### src/logic/capture_pkg.sv
// Constants and carrier types for the input capture unit
//
// How it works
// - A qualifying event on the selected pin or internal trigger snapshots the capture timer.
// - The capture timer is a dedicated synchronous up counter, 16 or 32 bits wide.
// - A capture pushes the snapshot into a FIFO that software drains later, unless the FIFO is full and not popped.
// - The running count is readable through a readback that lags the live counter.
// - The mode comes from the 4-bit field at bits 3:0 together with the wide select at bit 5.
// - Mode 0000 captures on every edge of the input.
// - Mode 0001 captures on every rising edge.
// - Mode 0010 captures on every falling edge.
// - Mode 0011 captures on every rising and every falling edge.
// - Mode 0100 captures on every fourth rising edge.
// - Mode 0101 captures on every sixteenth rising edge.
// - Wide select 1 stores 32-bit values, 0 stores 16-bit values.
package capture_pkg;
  localparam int MODE_POS = 0;
  localparam int CAPSEL_POS = 4;
  localparam int WIDE_POS = 5;
  localparam logic [3:0] MODE_EDGE = 4'h0;
  localparam logic [3:0] MODE_RISE = 4'h1;
  localparam logic [3:0] MODE_FALL = 4'h2;
  localparam logic [3:0] MODE_BOTH = 4'h3;
  localparam logic [3:0] MODE_RISE4 = 4'h4;
  localparam logic [3:0] MODE_RISE16 = 4'h5;
  localparam logic [3:0] PRESC_LAST4 = 4'h3;
  localparam logic [3:0] PRESC_LAST16 = 4'hF;
  localparam logic [31:0] TIMER_RESET = 32'h0000_0000;
  localparam int READBACK_STAGES = 2;

  typedef struct packed {
    logic wide_timer_select;
    logic capture_select;
    logic [3:0] capture_mode_field;
  } capture_control_one_t;

  typedef struct packed {
    logic valid;
    logic [31:0] count;
  } capture_word_t;
endpackage

### src/logic/input_capture_unit.sv
// Input capture unit: edge qualifier, dedicated timer and capture FIFO
`timescale 1ns/1ps
module input_capture_unit #(
  parameter int DEPTH = 4,
  parameter int PTR_W = 2
) (
  // Clock and reset
  input wire logic mclk,
  input wire logic nrst,
  // Control
  input capture_pkg::capture_control_one_t capture_control_one,
  input wire logic trigger_select,
  // Event sources
  input wire logic capture_pin,
  input wire logic internal_trigger,
  // FIFO read side
  input wire logic fifo_pop,
  output logic fifo_valid,
  output logic [31:0] fifo_data,
  output logic fifo_overflow,
  // Timer readback
  output logic [31:0] capture_timer_readback
);
  import capture_pkg::*;

  initial begin
    if (DEPTH < 2 || (1 << PTR_W) != DEPTH) begin
      $error("DEPTH must be a power of two equal to 2**PTR_W");
    end
  end

  // Pin synchroniser; the first stage feeds only the second
  logic pin_s1, pin_s2, src_prev;
  logic src;
  logic [3:0] mode_prev;
  logic [3:0] presc, next_presc;
  logic [31:0] timer, next_timer;
  logic [31:0] rb [READBACK_STAGES];
  logic [31:0] mem [DEPTH];
  logic [PTR_W-1:0] wr_ptr, rd_ptr, next_wr, next_rd;
  logic [PTR_W:0] cnt, next_cnt;
  logic overflow, next_overflow;
  logic rise, fall, capture, push, pop, enabled, mode_change;
  logic [31:0] snap;

  assign src = trigger_select ? internal_trigger : pin_s2;
  assign enabled = capture_control_one.capture_select;
  assign mode_change = capture_control_one.capture_mode_field != mode_prev;
  assign rise = src & ~src_prev;
  assign fall = ~src & src_prev;

  always_comb begin
    capture = 1'b0;
    next_presc = presc;
    case (capture_control_one.capture_mode_field)
      MODE_EDGE: capture = rise | fall;
      MODE_RISE: capture = rise;
      MODE_FALL: capture = fall;
      MODE_BOTH: capture = rise | fall;
      MODE_RISE4: begin
        if (rise) begin
          capture = presc == PRESC_LAST4;
          next_presc = capture ? 4'h0 : presc + 4'h1;
        end
      end
      MODE_RISE16: begin
        if (rise) begin
          capture = presc == PRESC_LAST16;
          next_presc = presc + 4'h1;
        end
      end
      default: capture = 1'b0;
    endcase
    if (!enabled || mode_change) begin
      capture = 1'b0;
      next_presc = 4'h0;
    end
  end

  // Dedicated up counter; narrow mode wraps at 16 bits
  always_comb begin
    next_timer = timer + 32'h1;
    if (!capture_control_one.wide_timer_select) begin
      next_timer = {16'h0, next_timer[15:0]};
    end
    if (!enabled) begin
      next_timer = TIMER_RESET;
    end
  end

  assign snap = capture_control_one.wide_timer_select ? timer : {16'h0, timer[15:0]};

  // A full FIFO drops the new capture and flags overflow; a pop frees room the same cycle
  always_comb begin
    pop = fifo_pop && cnt != '0;
    push = capture && (cnt != (PTR_W+1)'(DEPTH) || pop);
    next_wr = push ? wr_ptr + 1'b1 : wr_ptr;
    next_rd = pop ? rd_ptr + 1'b1 : rd_ptr;
    next_cnt = cnt + (PTR_W+1)'(push) - (PTR_W+1)'(pop);
    next_overflow = overflow | (capture & ~push);
    if (!enabled) begin
      next_overflow = 1'b0;
    end
  end

  always_ff @(posedge mclk or negedge nrst) begin
    if (!nrst) begin
      pin_s1 <= 1'b0;
      pin_s2 <= 1'b0;
      src_prev <= 1'b0;
      mode_prev <= MODE_EDGE;
      presc <= 4'h0;
      timer <= TIMER_RESET;
      wr_ptr <= '0;
      rd_ptr <= '0;
      cnt <= '0;
      overflow <= 1'b0;
      for (int i = 0; i < READBACK_STAGES; i++) begin
        rb[i] <= TIMER_RESET;
      end
      for (int i = 0; i < DEPTH; i++) begin
        mem[i] <= TIMER_RESET;
      end
    end else begin
      pin_s1 <= capture_pin;
      pin_s2 <= pin_s1;
      src_prev <= src;
      mode_prev <= capture_control_one.capture_mode_field;
      presc <= next_presc;
      timer <= next_timer;
      wr_ptr <= next_wr;
      rd_ptr <= next_rd;
      cnt <= next_cnt;
      overflow <= next_overflow;
      rb[0] <= timer;
      for (int i = 1; i < READBACK_STAGES; i++) begin
        rb[i] <= rb[i-1];
      end
      if (push) begin
        mem[wr_ptr] <= snap;
      end
    end
  end

  assign fifo_valid = cnt != '0;
  assign fifo_data = mem[rd_ptr];
  assign fifo_overflow = overflow;
  assign capture_timer_readback = rb[READBACK_STAGES-1];

  // Checks
  property p_push_on_capture;
    @(posedge mclk) disable iff (!nrst)
      capture && cnt != (PTR_W+1)'(DEPTH) |=> cnt != '0;
  endproperty
  a_push_on_capture: assert property (p_push_on_capture) else $error("capture not stored");
  // A dropped capture must leave a sticky mark, or software loses an edge silently
  property p_overflow_set;
    @(posedge mclk) disable iff (!nrst)
      capture && cnt == (PTR_W+1)'(DEPTH) && !fifo_pop |=> fifo_overflow;
  endproperty
  a_overflow_set: assert property (p_overflow_set) else $error("drop not flagged");
  property p_timer_idle;
    @(posedge mclk) disable iff (!nrst) !enabled |=> timer == TIMER_RESET;
  endproperty
  a_timer_idle: assert property (p_timer_idle) else $error("timer ran while deselected");
  property p_rise_only;
    @(posedge mclk) disable iff (!nrst)
      capture_control_one.capture_mode_field == MODE_RISE && capture |-> rise;
  endproperty
  a_rise_only: assert property (p_rise_only) else $error("rise mode took non-rising edge");
  property p_fall_only;
    @(posedge mclk) disable iff (!nrst)
      capture_control_one.capture_mode_field == MODE_FALL && capture |-> fall;
  endproperty
  a_fall_only: assert property (p_fall_only) else $error("fall mode took non-falling edge");
  property p_both;
    @(posedge mclk) disable iff (!nrst)
      enabled && !mode_change && capture_control_one.capture_mode_field == MODE_BOTH
      && (rise || fall) |-> capture;
  endproperty
  a_both: assert property (p_both) else $error("both-edge mode missed an edge");
  property p_edge;
    @(posedge mclk) disable iff (!nrst)
      enabled && !mode_change && capture_control_one.capture_mode_field == MODE_EDGE
      && (rise || fall) |-> capture;
  endproperty
  a_edge: assert property (p_edge) else $error("edge mode missed an edge");
  property p_div4;
    @(posedge mclk) disable iff (!nrst)
      capture_control_one.capture_mode_field == MODE_RISE4 && capture |-> presc == 4'h3;
  endproperty
  a_div4: assert property (p_div4) else $error("divide-by-4 capture off count");
  property p_div16;
    @(posedge mclk) disable iff (!nrst)
      capture_control_one.capture_mode_field == MODE_RISE16 && capture |-> presc == 4'hF;
  endproperty
  a_div16: assert property (p_div16) else $error("divide-by-16 capture off count");
  property p_presc_clear;
    @(posedge mclk) disable iff (!nrst) !enabled || mode_change |=> presc == 4'h0;
  endproperty
  a_presc_clear: assert property (p_presc_clear) else $error("prescaler not restarted");
  property p_narrow;
    @(posedge mclk) disable iff (!nrst)
      push && !capture_control_one.wide_timer_select |=> mem[$past(wr_ptr)][31:16] == 16'h0;
  endproperty
  a_narrow: assert property (p_narrow) else $error("narrow capture has upper bits");
  property p_readback;
    @(posedge mclk) disable iff (!nrst)
      ##2 capture_timer_readback == $past(timer, 2);
  endproperty
  a_readback: assert property (p_readback) else $error("readback lag wrong");
  property p_disabled;
    @(posedge mclk) disable iff (!nrst) !enabled |-> !capture;
  endproperty
  a_disabled: assert property (p_disabled) else $error("capture while deselected");

  c_capture: cover property (@(posedge mclk) disable iff (!nrst) push);
  c_div16: cover property (@(posedge mclk) disable iff (!nrst)
    capture && capture_control_one.capture_mode_field == MODE_RISE16);
  c_div4: cover property (@(posedge mclk) disable iff (!nrst)
    capture && capture_control_one.capture_mode_field == MODE_RISE4);
  c_overflow: cover property (@(posedge mclk) disable iff (!nrst) $rose(overflow));
  c_wide: cover property (@(posedge mclk) disable iff (!nrst)
    push && capture_control_one.wide_timer_select);
endmodule

### config.mk
export PLATFORM = sky130hd
export DESIGN_NAME = input_capture_unit
export DESIGN_NICKNAME = d
export VERILOG_FILES = /design/src/logic/capture_pkg.sv /design/src/logic/input_capture_unit.sv
export SDC_FILE = /design/constraint.sdc
export NUM_CORES = 1
export LEC_CHECK = 0
export ABC_CLOCK_PERIOD_IN_PS = 3500
export BUFFER_PORTS_ARGS = -buffer_cell sky130_fd_sc_hd__buf_4
export CAP_MARGIN = 0
export CORE_MARGIN = 2
export CORE_UTILIZATION = 39
export DETAILED_ROUTE_END_ITERATION = 8
export PLACE_DENSITY = 0.53
export SYNTH_ARGS = -nofsm -noshare
export SYNTH_HDL_FRONTEND = slang
export SYNTH_SLANG_ARGS = --single-unit
### constraint.sdc
create_clock -name mclk -period 3.5 [get_ports mclk]
set_clock_uncertainty 0.05 [all_clocks]
set_input_delay 0.525 -clock mclk [delete_from_list [all_inputs] [get_ports mclk]]
set_output_delay 0.525 -clock mclk [all_outputs]
set_load 0.02 [all_outputs]
# --- Word-level counts from Yosys, hierarchy flattened ---
# Index checks and enable logic that the tools add are counted.
# W data, S select, Z words.
op_classes:
  add_sub_neg: 6
  order_cmp: 3
  n_eq_ne: 11
  mux: 20
  n_bitwise: 10
  reduce_logical: 11
op_table:
  columns: ["cell", "count"]
  rows:
  - ["$mux W32", 6]
  - ["$bwmux W128", 1]
  - ["$bmux W32 S2", 1]
  - ["$demux W32 S2", 1]
  - ["$add A32 B1 Y32 const B", 1]
  - ["$mux W4", 4]
  - ["$eq A4 B2 Y1 const B", 3]
  - ["$ne A3 B3 Y1 const B", 3]
  - ["$eq A4 B3 Y1 const B", 2]
  - ["$pmux W4 S2", 1]
  - ["$ge A3 B3 Y1 const B", 2]
  - ["$not A2 Y3", 2]
  - ["$reduce_bool A3 Y1", 2]
  - ["$mux W1", 5]
  - ["$pmux W1 S5", 1]
  - ["$add A2 B1 Y2 const B", 2]
  - ["$add A4 B1 Y4 const B", 1]
  - ["$eq A4 B1 Y1 const B", 1]
  - ["$eq A4 B4 Y1 const B", 1]
  - ["$logic_not A4 Y1", 1]
  - ["$ne A4 B4 Y1", 1]
  - ["$add A3 B1 Y3", 1]
  - ["$and A1 B1 Y1", 3]
  - ["$logic_and A1 B1 Y1", 3]
  - ["8 further kinds", 12]
totals:
  regBits: 243
  input_bits: 12
  out_inout_bits: 66
  wordCells: 77

# --- Longest topological paths before layout ---
logic_depth:
  ltp_word: 11
  depth_mapped: 13
  ltp_nobuf: 13

# --- Least setup slack after synthesis ---
# No wires, ideal clock.
synth_path:
  path_kind: "input to register"
  start: "in trigger_select"
  end: "reg cnt[2]"
  setup_time_ns: 0.123
  arrival_ns: 3.050
  required_ns: 3.327
  setup_slack_ns: 0.278
  path_stages: 12
  n_path_buf: 0
  path_cell_list: "mux2i_1 -> ha_1 -> nand2b_4 -> and3_4 -> o32ai_4 -> nand3_1 -> ha_1 -> inv_1 -> ha_1 -> fa_1 -> xor2_1 -> xnor2_1"
synth_via:
  elab_chain_cells: 9
  word_cells_on_any_way: 12
  classes_between: "2 x add/sub; 5 x mux; 4 x bitwise; 1 x reduce/logical"
synth_rtl:
  columns: ["item", "line", "text"]
  rows:
  - ["start: declaration", "input_capture_unit.sv:12", "input wire logic trigger_select,"]
  - ["$mux W1 *", "input_capture_unit.sv:46", "assign src = trigger_select ? internal_trigger : pin_s2;"]
  - ["$not A1 Y1", "input_capture_unit.sv:50", "assign fall = ~src & src_prev;"]
  - ["$and A1 B1 Y1", "input_capture_unit.sv:50", null]
  - ["$or A1 B1 Y1", "input_capture_unit.sv:56, input_capture_unit.sv:59", null]
  - ["$pmux W1 S5 *", "input_capture_unit.sv:55", "case (capture_control_one.capture_mode_field)"]
  - ["$mux W1 *", "input_capture_unit.sv:74", "if (!enabled || mode_change) begin"]
  - ["$logic_and A1 B1 Y1 *", "input_capture_unit.sv:96", "push = capture && (cnt != (PTR_W+1)'(DEPTH) || pop);"]
  - ["$add A3 B1 Y3 *", "input_capture_unit.sv:99", "next_cnt = cnt + (PTR_W+1)'(push) - (PTR_W+1)'(pop);"]
  - ["$sub A3 B1 Y3 *", "input_capture_unit.sv:99", null]
  - ["net next_cnt[2]", "input_capture_unit.sv:41", "logic [PTR_W:0] cnt, next_cnt;"]
  - ["end signal: assignment", "input_capture_unit.sv:133", "cnt <= next_cnt;"]
  - ["end: declaration", "input_capture_unit.sv:41", null]
# The timed path passes the listed nets; every way through them passes the cells marked *.
# A chain may end at the register's enable or synchronous reset.

# --- Worst setup path after layout ---
layout_path:
  start: "reg pin_s2"
  end: "reg cnt[2]"
layout_via:
  elab_chain_cells: 9
  word_cells_on_any_way: 12
  classes_between: "2 x add/sub; 5 x mux; 4 x bitwise; 1 x reduce/logical"
layout_rtl:
  columns: ["item", "line", "text"]
  rows:
  - ["start: declaration", "input_capture_unit.sv:33", "logic pin_s1, pin_s2, src_prev;"]
  - ["start signal: assignment", "input_capture_unit.sv:126", "pin_s2 <= pin_s1;"]
  - ["$mux W1 *", "input_capture_unit.sv:46", null]
  - ["$not A1 Y1", "input_capture_unit.sv:50", null]
  - ["$and A1 B1 Y1", "input_capture_unit.sv:50", null]
  - ["$or A1 B1 Y1", "input_capture_unit.sv:56, input_capture_unit.sv:59", null]
  - ["$pmux W1 S5 *", "input_capture_unit.sv:55", null]
  - ["$mux W1 *", "input_capture_unit.sv:74", null]
  - ["$logic_and A1 B1 Y1 *", "input_capture_unit.sv:96", null]
  - ["$add A3 B1 Y3 *", "input_capture_unit.sv:99", null]
  - ["$sub A3 B1 Y3 *", "input_capture_unit.sv:99", null]
  - ["net next_cnt[2]", "input_capture_unit.sv:41", null]
# Marked as above.

==> results_tabular.tex <==
\begin{tabular}{lr}
\hline
Metric & Value \\
\hline
\multicolumn{2}{l}{\textbf{Status}} \\
Result of the run & finished with violations \\
Failing checks & hold timing \\
\multicolumn{2}{l}{\textbf{Detailed routing}} \\
Initial detailed-routing violation count & 281 \\
DRC violation count after routing & 0 \\
TritonRoute pass-1 iters & 4 \\
Detail Route Antenna Nets & 0 \\
Number of vias after detailed routing & 5400 \\
Total routed wirelength & 20.3 mm \\
Routed via count divided by cell count & 5.00 \\
Routed length per instance & 18.8 um \\
\multicolumn{2}{l}{\textbf{Cells and area}} \\
Share of final-layout standard cells stronger than drive strength 1 & 41.2\% \\
Synth-to-layout area growth & 15.0\% \\
Number of inserted diodes & 0 \\
Count of non-filler cells in the finished layout & 1081 \\
Final nets & 752 \\
Non-Filler Cell Area, Final & 11900 um2 \\
Post-layout utilization of the core & 45.7\% \\
\multicolumn{2}{l}{\textbf{Critical path}} \\
Critical path cell sequence & mux2i\_1 > ha\_1 > nand2b\_4 > and3\_4 > o32ai\_4 > nand3\_1 > ha\_1 > inv\_1 > ha\_1 > fa\_1 > xor2\_1 > xnor2\_1 \\
Crit path max-delay cell type & fa\_1 \\
Largest incremental delay on the critical path & 380 ps \\
Crit Path Class & register to register \\
Crit path DAT & 3240 ps \\
Critical path required time & 3850 ps \\
CP most frequent cell & ha\_1 \\
Nature of the critical path endpoint & register \\
Element type at the critical path start & register \\
Worst Path Max Fanout & 2 \\
\multicolumn{2}{l}{\textbf{Synth}} \\
Syn\_nets & 705 \\
Most used flip-flop cell after synthesis & dfrtp\_1 \\
Share of synthesized cell area in full adder, half adder and majority cells & 1.40\% \\
Gate Count Post-Synth & 682 \\
Post-synthesis cell type count & 44 \\
Number of flops mapped to enable cells by yosys & 0 \\
Dominant combinational cell family by area after synthesis & multiplexers \\
Compound-gate portion of the synthesized area & 1.07\% \\
Fraction of synthesis flops using an asynchronous set or reset pin & 100\% \\
Xor/xnor cell area share of the yosys netlist & 3.13\% \\
Post-synthesis sequential element count & 243 \\
Avg Cell Area, Syn & 15.2 um2 \\
Area fraction in and, or, nand and nor cells after synthesis & 8.09\% \\
Mapped cell area & 10400 um2 \\
Count of yosys warnings during synthesis & 0 \\
Share of synthesized area occupied by flip-flops and latches & 58.7\% \\
Fraction of synthesized area in multiplexers & 22.5\% \\
\multicolumn{2}{l}{\textbf{Floorplanning}} \\
Initial standard-cell utilization of the core & 39.8\% \\
Die extent in x & 167 um \\
Overall die area & 27900 um2 \\
Area of the core region & 26100 um2 \\
FP Rows & 59 \\
Y dimension of the die & 167 um \\
Number of top-level pins & 78 \\
\multicolumn{2}{l}{\textbf{Timing}} \\
Final Worst Setup Slack & 618 ps \\
Final Cycle Share & 82.3\% \\
Final critical delay including setup and external delays & 2880 ps \\
Worst Hold Margin & -4.38 ps \\
Rel. slew slack & 49.2\% \\
Max-slew violation total from the final report & 0 \\
Final-report hold violation count & 3 \\
Max Fclk & 347 MHz \\
Setup repair after global routing missed its margin & false \\
Actual slew at the worst max-slew pin & 761 ps \\
Post-route setup TNS & 0 ps \\
Number of failing setup endpoints in the final timing report & 0 \\
\multicolumn{2}{l}{\textbf{Clock network}} \\
PostCTS Resize Cnt & 0 \\
CTS tree & done \\
Number of buffers created by CTS & 26 \\
Clock insertion delay at the later pin of the skew report & 520 ps \\
Clock root cell & clkbuf\_16 \\
Clock-pin slew on the worst setup and hold paths & 60 ps \\
Maximum count of clock buffers along a single path & 3 \\
Post-CTS setup buffers & 0 \\
CTS hold repair buffers & 0 \\
Count of H-tree levels built during CTS & 1 \\
CTS sink count & 243 \\
\multicolumn{2}{l}{\textbf{Global routing}} \\
Via count of the first global-routing pass & 6007 \\
First-pass GRT wire length & 33.7 mm \\
Total overflow reported by the global router & 0 \\
Pin count of the biggest net entering global routing & 99 \\
Antenna violations before repair & 0 \\
Global-route usage over all layers & 15.0\% \\
\multicolumn{2}{l}{\textbf{Placement}} \\
Port bufs & 77 \\
Post-detail-place hpwl & 12.8 mm \\
Post-DP Area & 11100 um2 \\
Final weighted congestion in routability-driven placement & 0.764 \\
DP Cell Count & 1036 \\
Worst slack at placement & 300 ps \\
\multicolumn{2}{l}{\textbf{Power and ir drop}} \\
Cell leakage power & 5.88 nW \\
Power density over the cells & 522 nW/um2 \\
Worst voltage drop across the vdd grid & 0.287 mV \\
Overall power & 6.23 mW \\
\multicolumn{2}{l}{\textbf{Job}} \\
MaxCap Viol Count & 0 \\
\multicolumn{2}{l}{\textbf{Worst hold path}} \\
Type of the most critical hold path & primary input to asynchronous set/reset pin \\
\hline
\end{tabular}
==> logic make-up (layout without fill, tap and decap cells) <==
family                   after synthesis  count (layout)
multiplexers                         163             163
AND/OR/NAND/NOR                      131             131
XOR/XNOR                              37              37
adder cells (fa/ha/maj)               11              11
flip-flops                           243             243
AO/OA/AOI/OAI                         14              14
buffers and inverters                 83             147
==> final timing paths <==
kind / from / to / slack [ps] / depth (start not counted)
min reg2reg: rb[35] / capture_timer_readback[3] / 300 / 0
min: nrst / capture_timer_readback[10] / -4 / 1
max in group asynchronous: nrst / mem[34] / 2520 / 2
max: pin_s2 / cnt[2] / 620 / 12
min in group mclk: capture_pin / pin_s1 / 70 / 1
max reg2reg: pin_s2 / cnt[2] / 620 / 12
==> power by group <==
| part | internal, mW | switching [mW] |
|---|---|---|
| registers | 2.86 | 0.0610 |
| clock network | 1.62 | 1.07 |
| logic | 0.264 | 0.351 |
==> cell usage after synthesis, types with 6 or more instances <==
cell type	count	area, um2
nand2_1	14	52.6
nor2_1	17	63.8
nor4_1	10	62.6
inv_1	13	48.8
buf_6	13	146
mux2_4	38	571
nor3_1	6	30.0
dfrtp_1	243	6080
buf_4	32	240
clkbuf_1	21	78.8
and2_1	35	219
nand4_1	9	56.3
xor2_1	6	52.6
xnor2_1	31	272
nand3_1	10	50.1
mux2_2	91	1020
mux4_2	32	721
ha_1	10	125
==> routing by layer <==
metal	track usage [%]	vias up	routed length, um	part of all wire [%]
met5	0	-	0	0
met4	3.11	0	258	1.3
met3	2.92	21	831	4.1
met2	24.2	91	9820	48
met1	21.1	2840	9430	46
li1	-	2448	-	-
==> worst max-delay path: cells and delay by family, from the launching register on <==
family / cells / cell delay, ps
adders and majority gates: 4 / 1140
and+or+nand+nor: 3 / 420
DFF: 1 / 370
xor gates and xnor gates: 2 / 290
AOI/OAI and AO/OA: 1 / 260
muxes: 1 / 190
buffers and inverters: 1 / 40
==> registers in the layout, indices dropped and copies added, names as in the netlist <==
register and flops:
capture_timer_readback 32, cnt 3, fifo_overflow 1, mem 128, mode_prev 4, pin_s1 1
pin_s2 1, presc 4, rb 32, rd_ptr 2, src_prev 1, timer 32
wr_ptr 2
==> cell type report <==
class / instances / area, um2
well taps: 335 / 419
repair buffers: 89 / 763
multi-input cells: 356 / 3750
clock buffers: 37 / 783
fillers: 2309 / 14100
flip-flops and latches: 243 / 6080
inverters: 13 / 48.8
clock inverters: 8 / 68.8
==> placed cells by master (no fill, tap or decap), types with 2 or more instances in the layout <==
master | Yosys | layout
and2_1 | 35 | 35
clkbuf_8 | 0 | 7
a211oi_1 | 2 | 2
xor2_1 | 6 | 6
o21ai_0 | 2 | 2
mux2_2 | 91 | 91
clkbuf_1 | 21 | 3
nand3_1 | 10 | 10
buf_12 | 0 | 7
nor3_1 | 6 | 6
inv_1 | 13 | 13
and3_1 | 2 | 2
and4bb_2 | 2 | 2
xnor2_1 | 31 | 31
mux2_4 | 38 | 38
nand2_1 | 14 | 14
mux2i_1 | 2 | 2
nand2b_4 | 2 | 2
mux4_2 | 32 | 32
nand4_4 | 4 | 4
buf_4 | 32 | 81
nor2_1 | 17 | 17
and4_1 | 4 | 4
a21oi_1 | 5 | 5
a21boi_0 | 2 | 2
ha_1 | 10 | 10
dfrtp_1 | 243 | 242
or3_1 | 4 | 4
clkinv_2 | 0 | 6
clkbuf_16 | 0 | 27
nor2b_1 | 4 | 4
nand4_1 | 9 | 9
nor4_1 | 10 | 10
(Power assumes the default switching activity.)
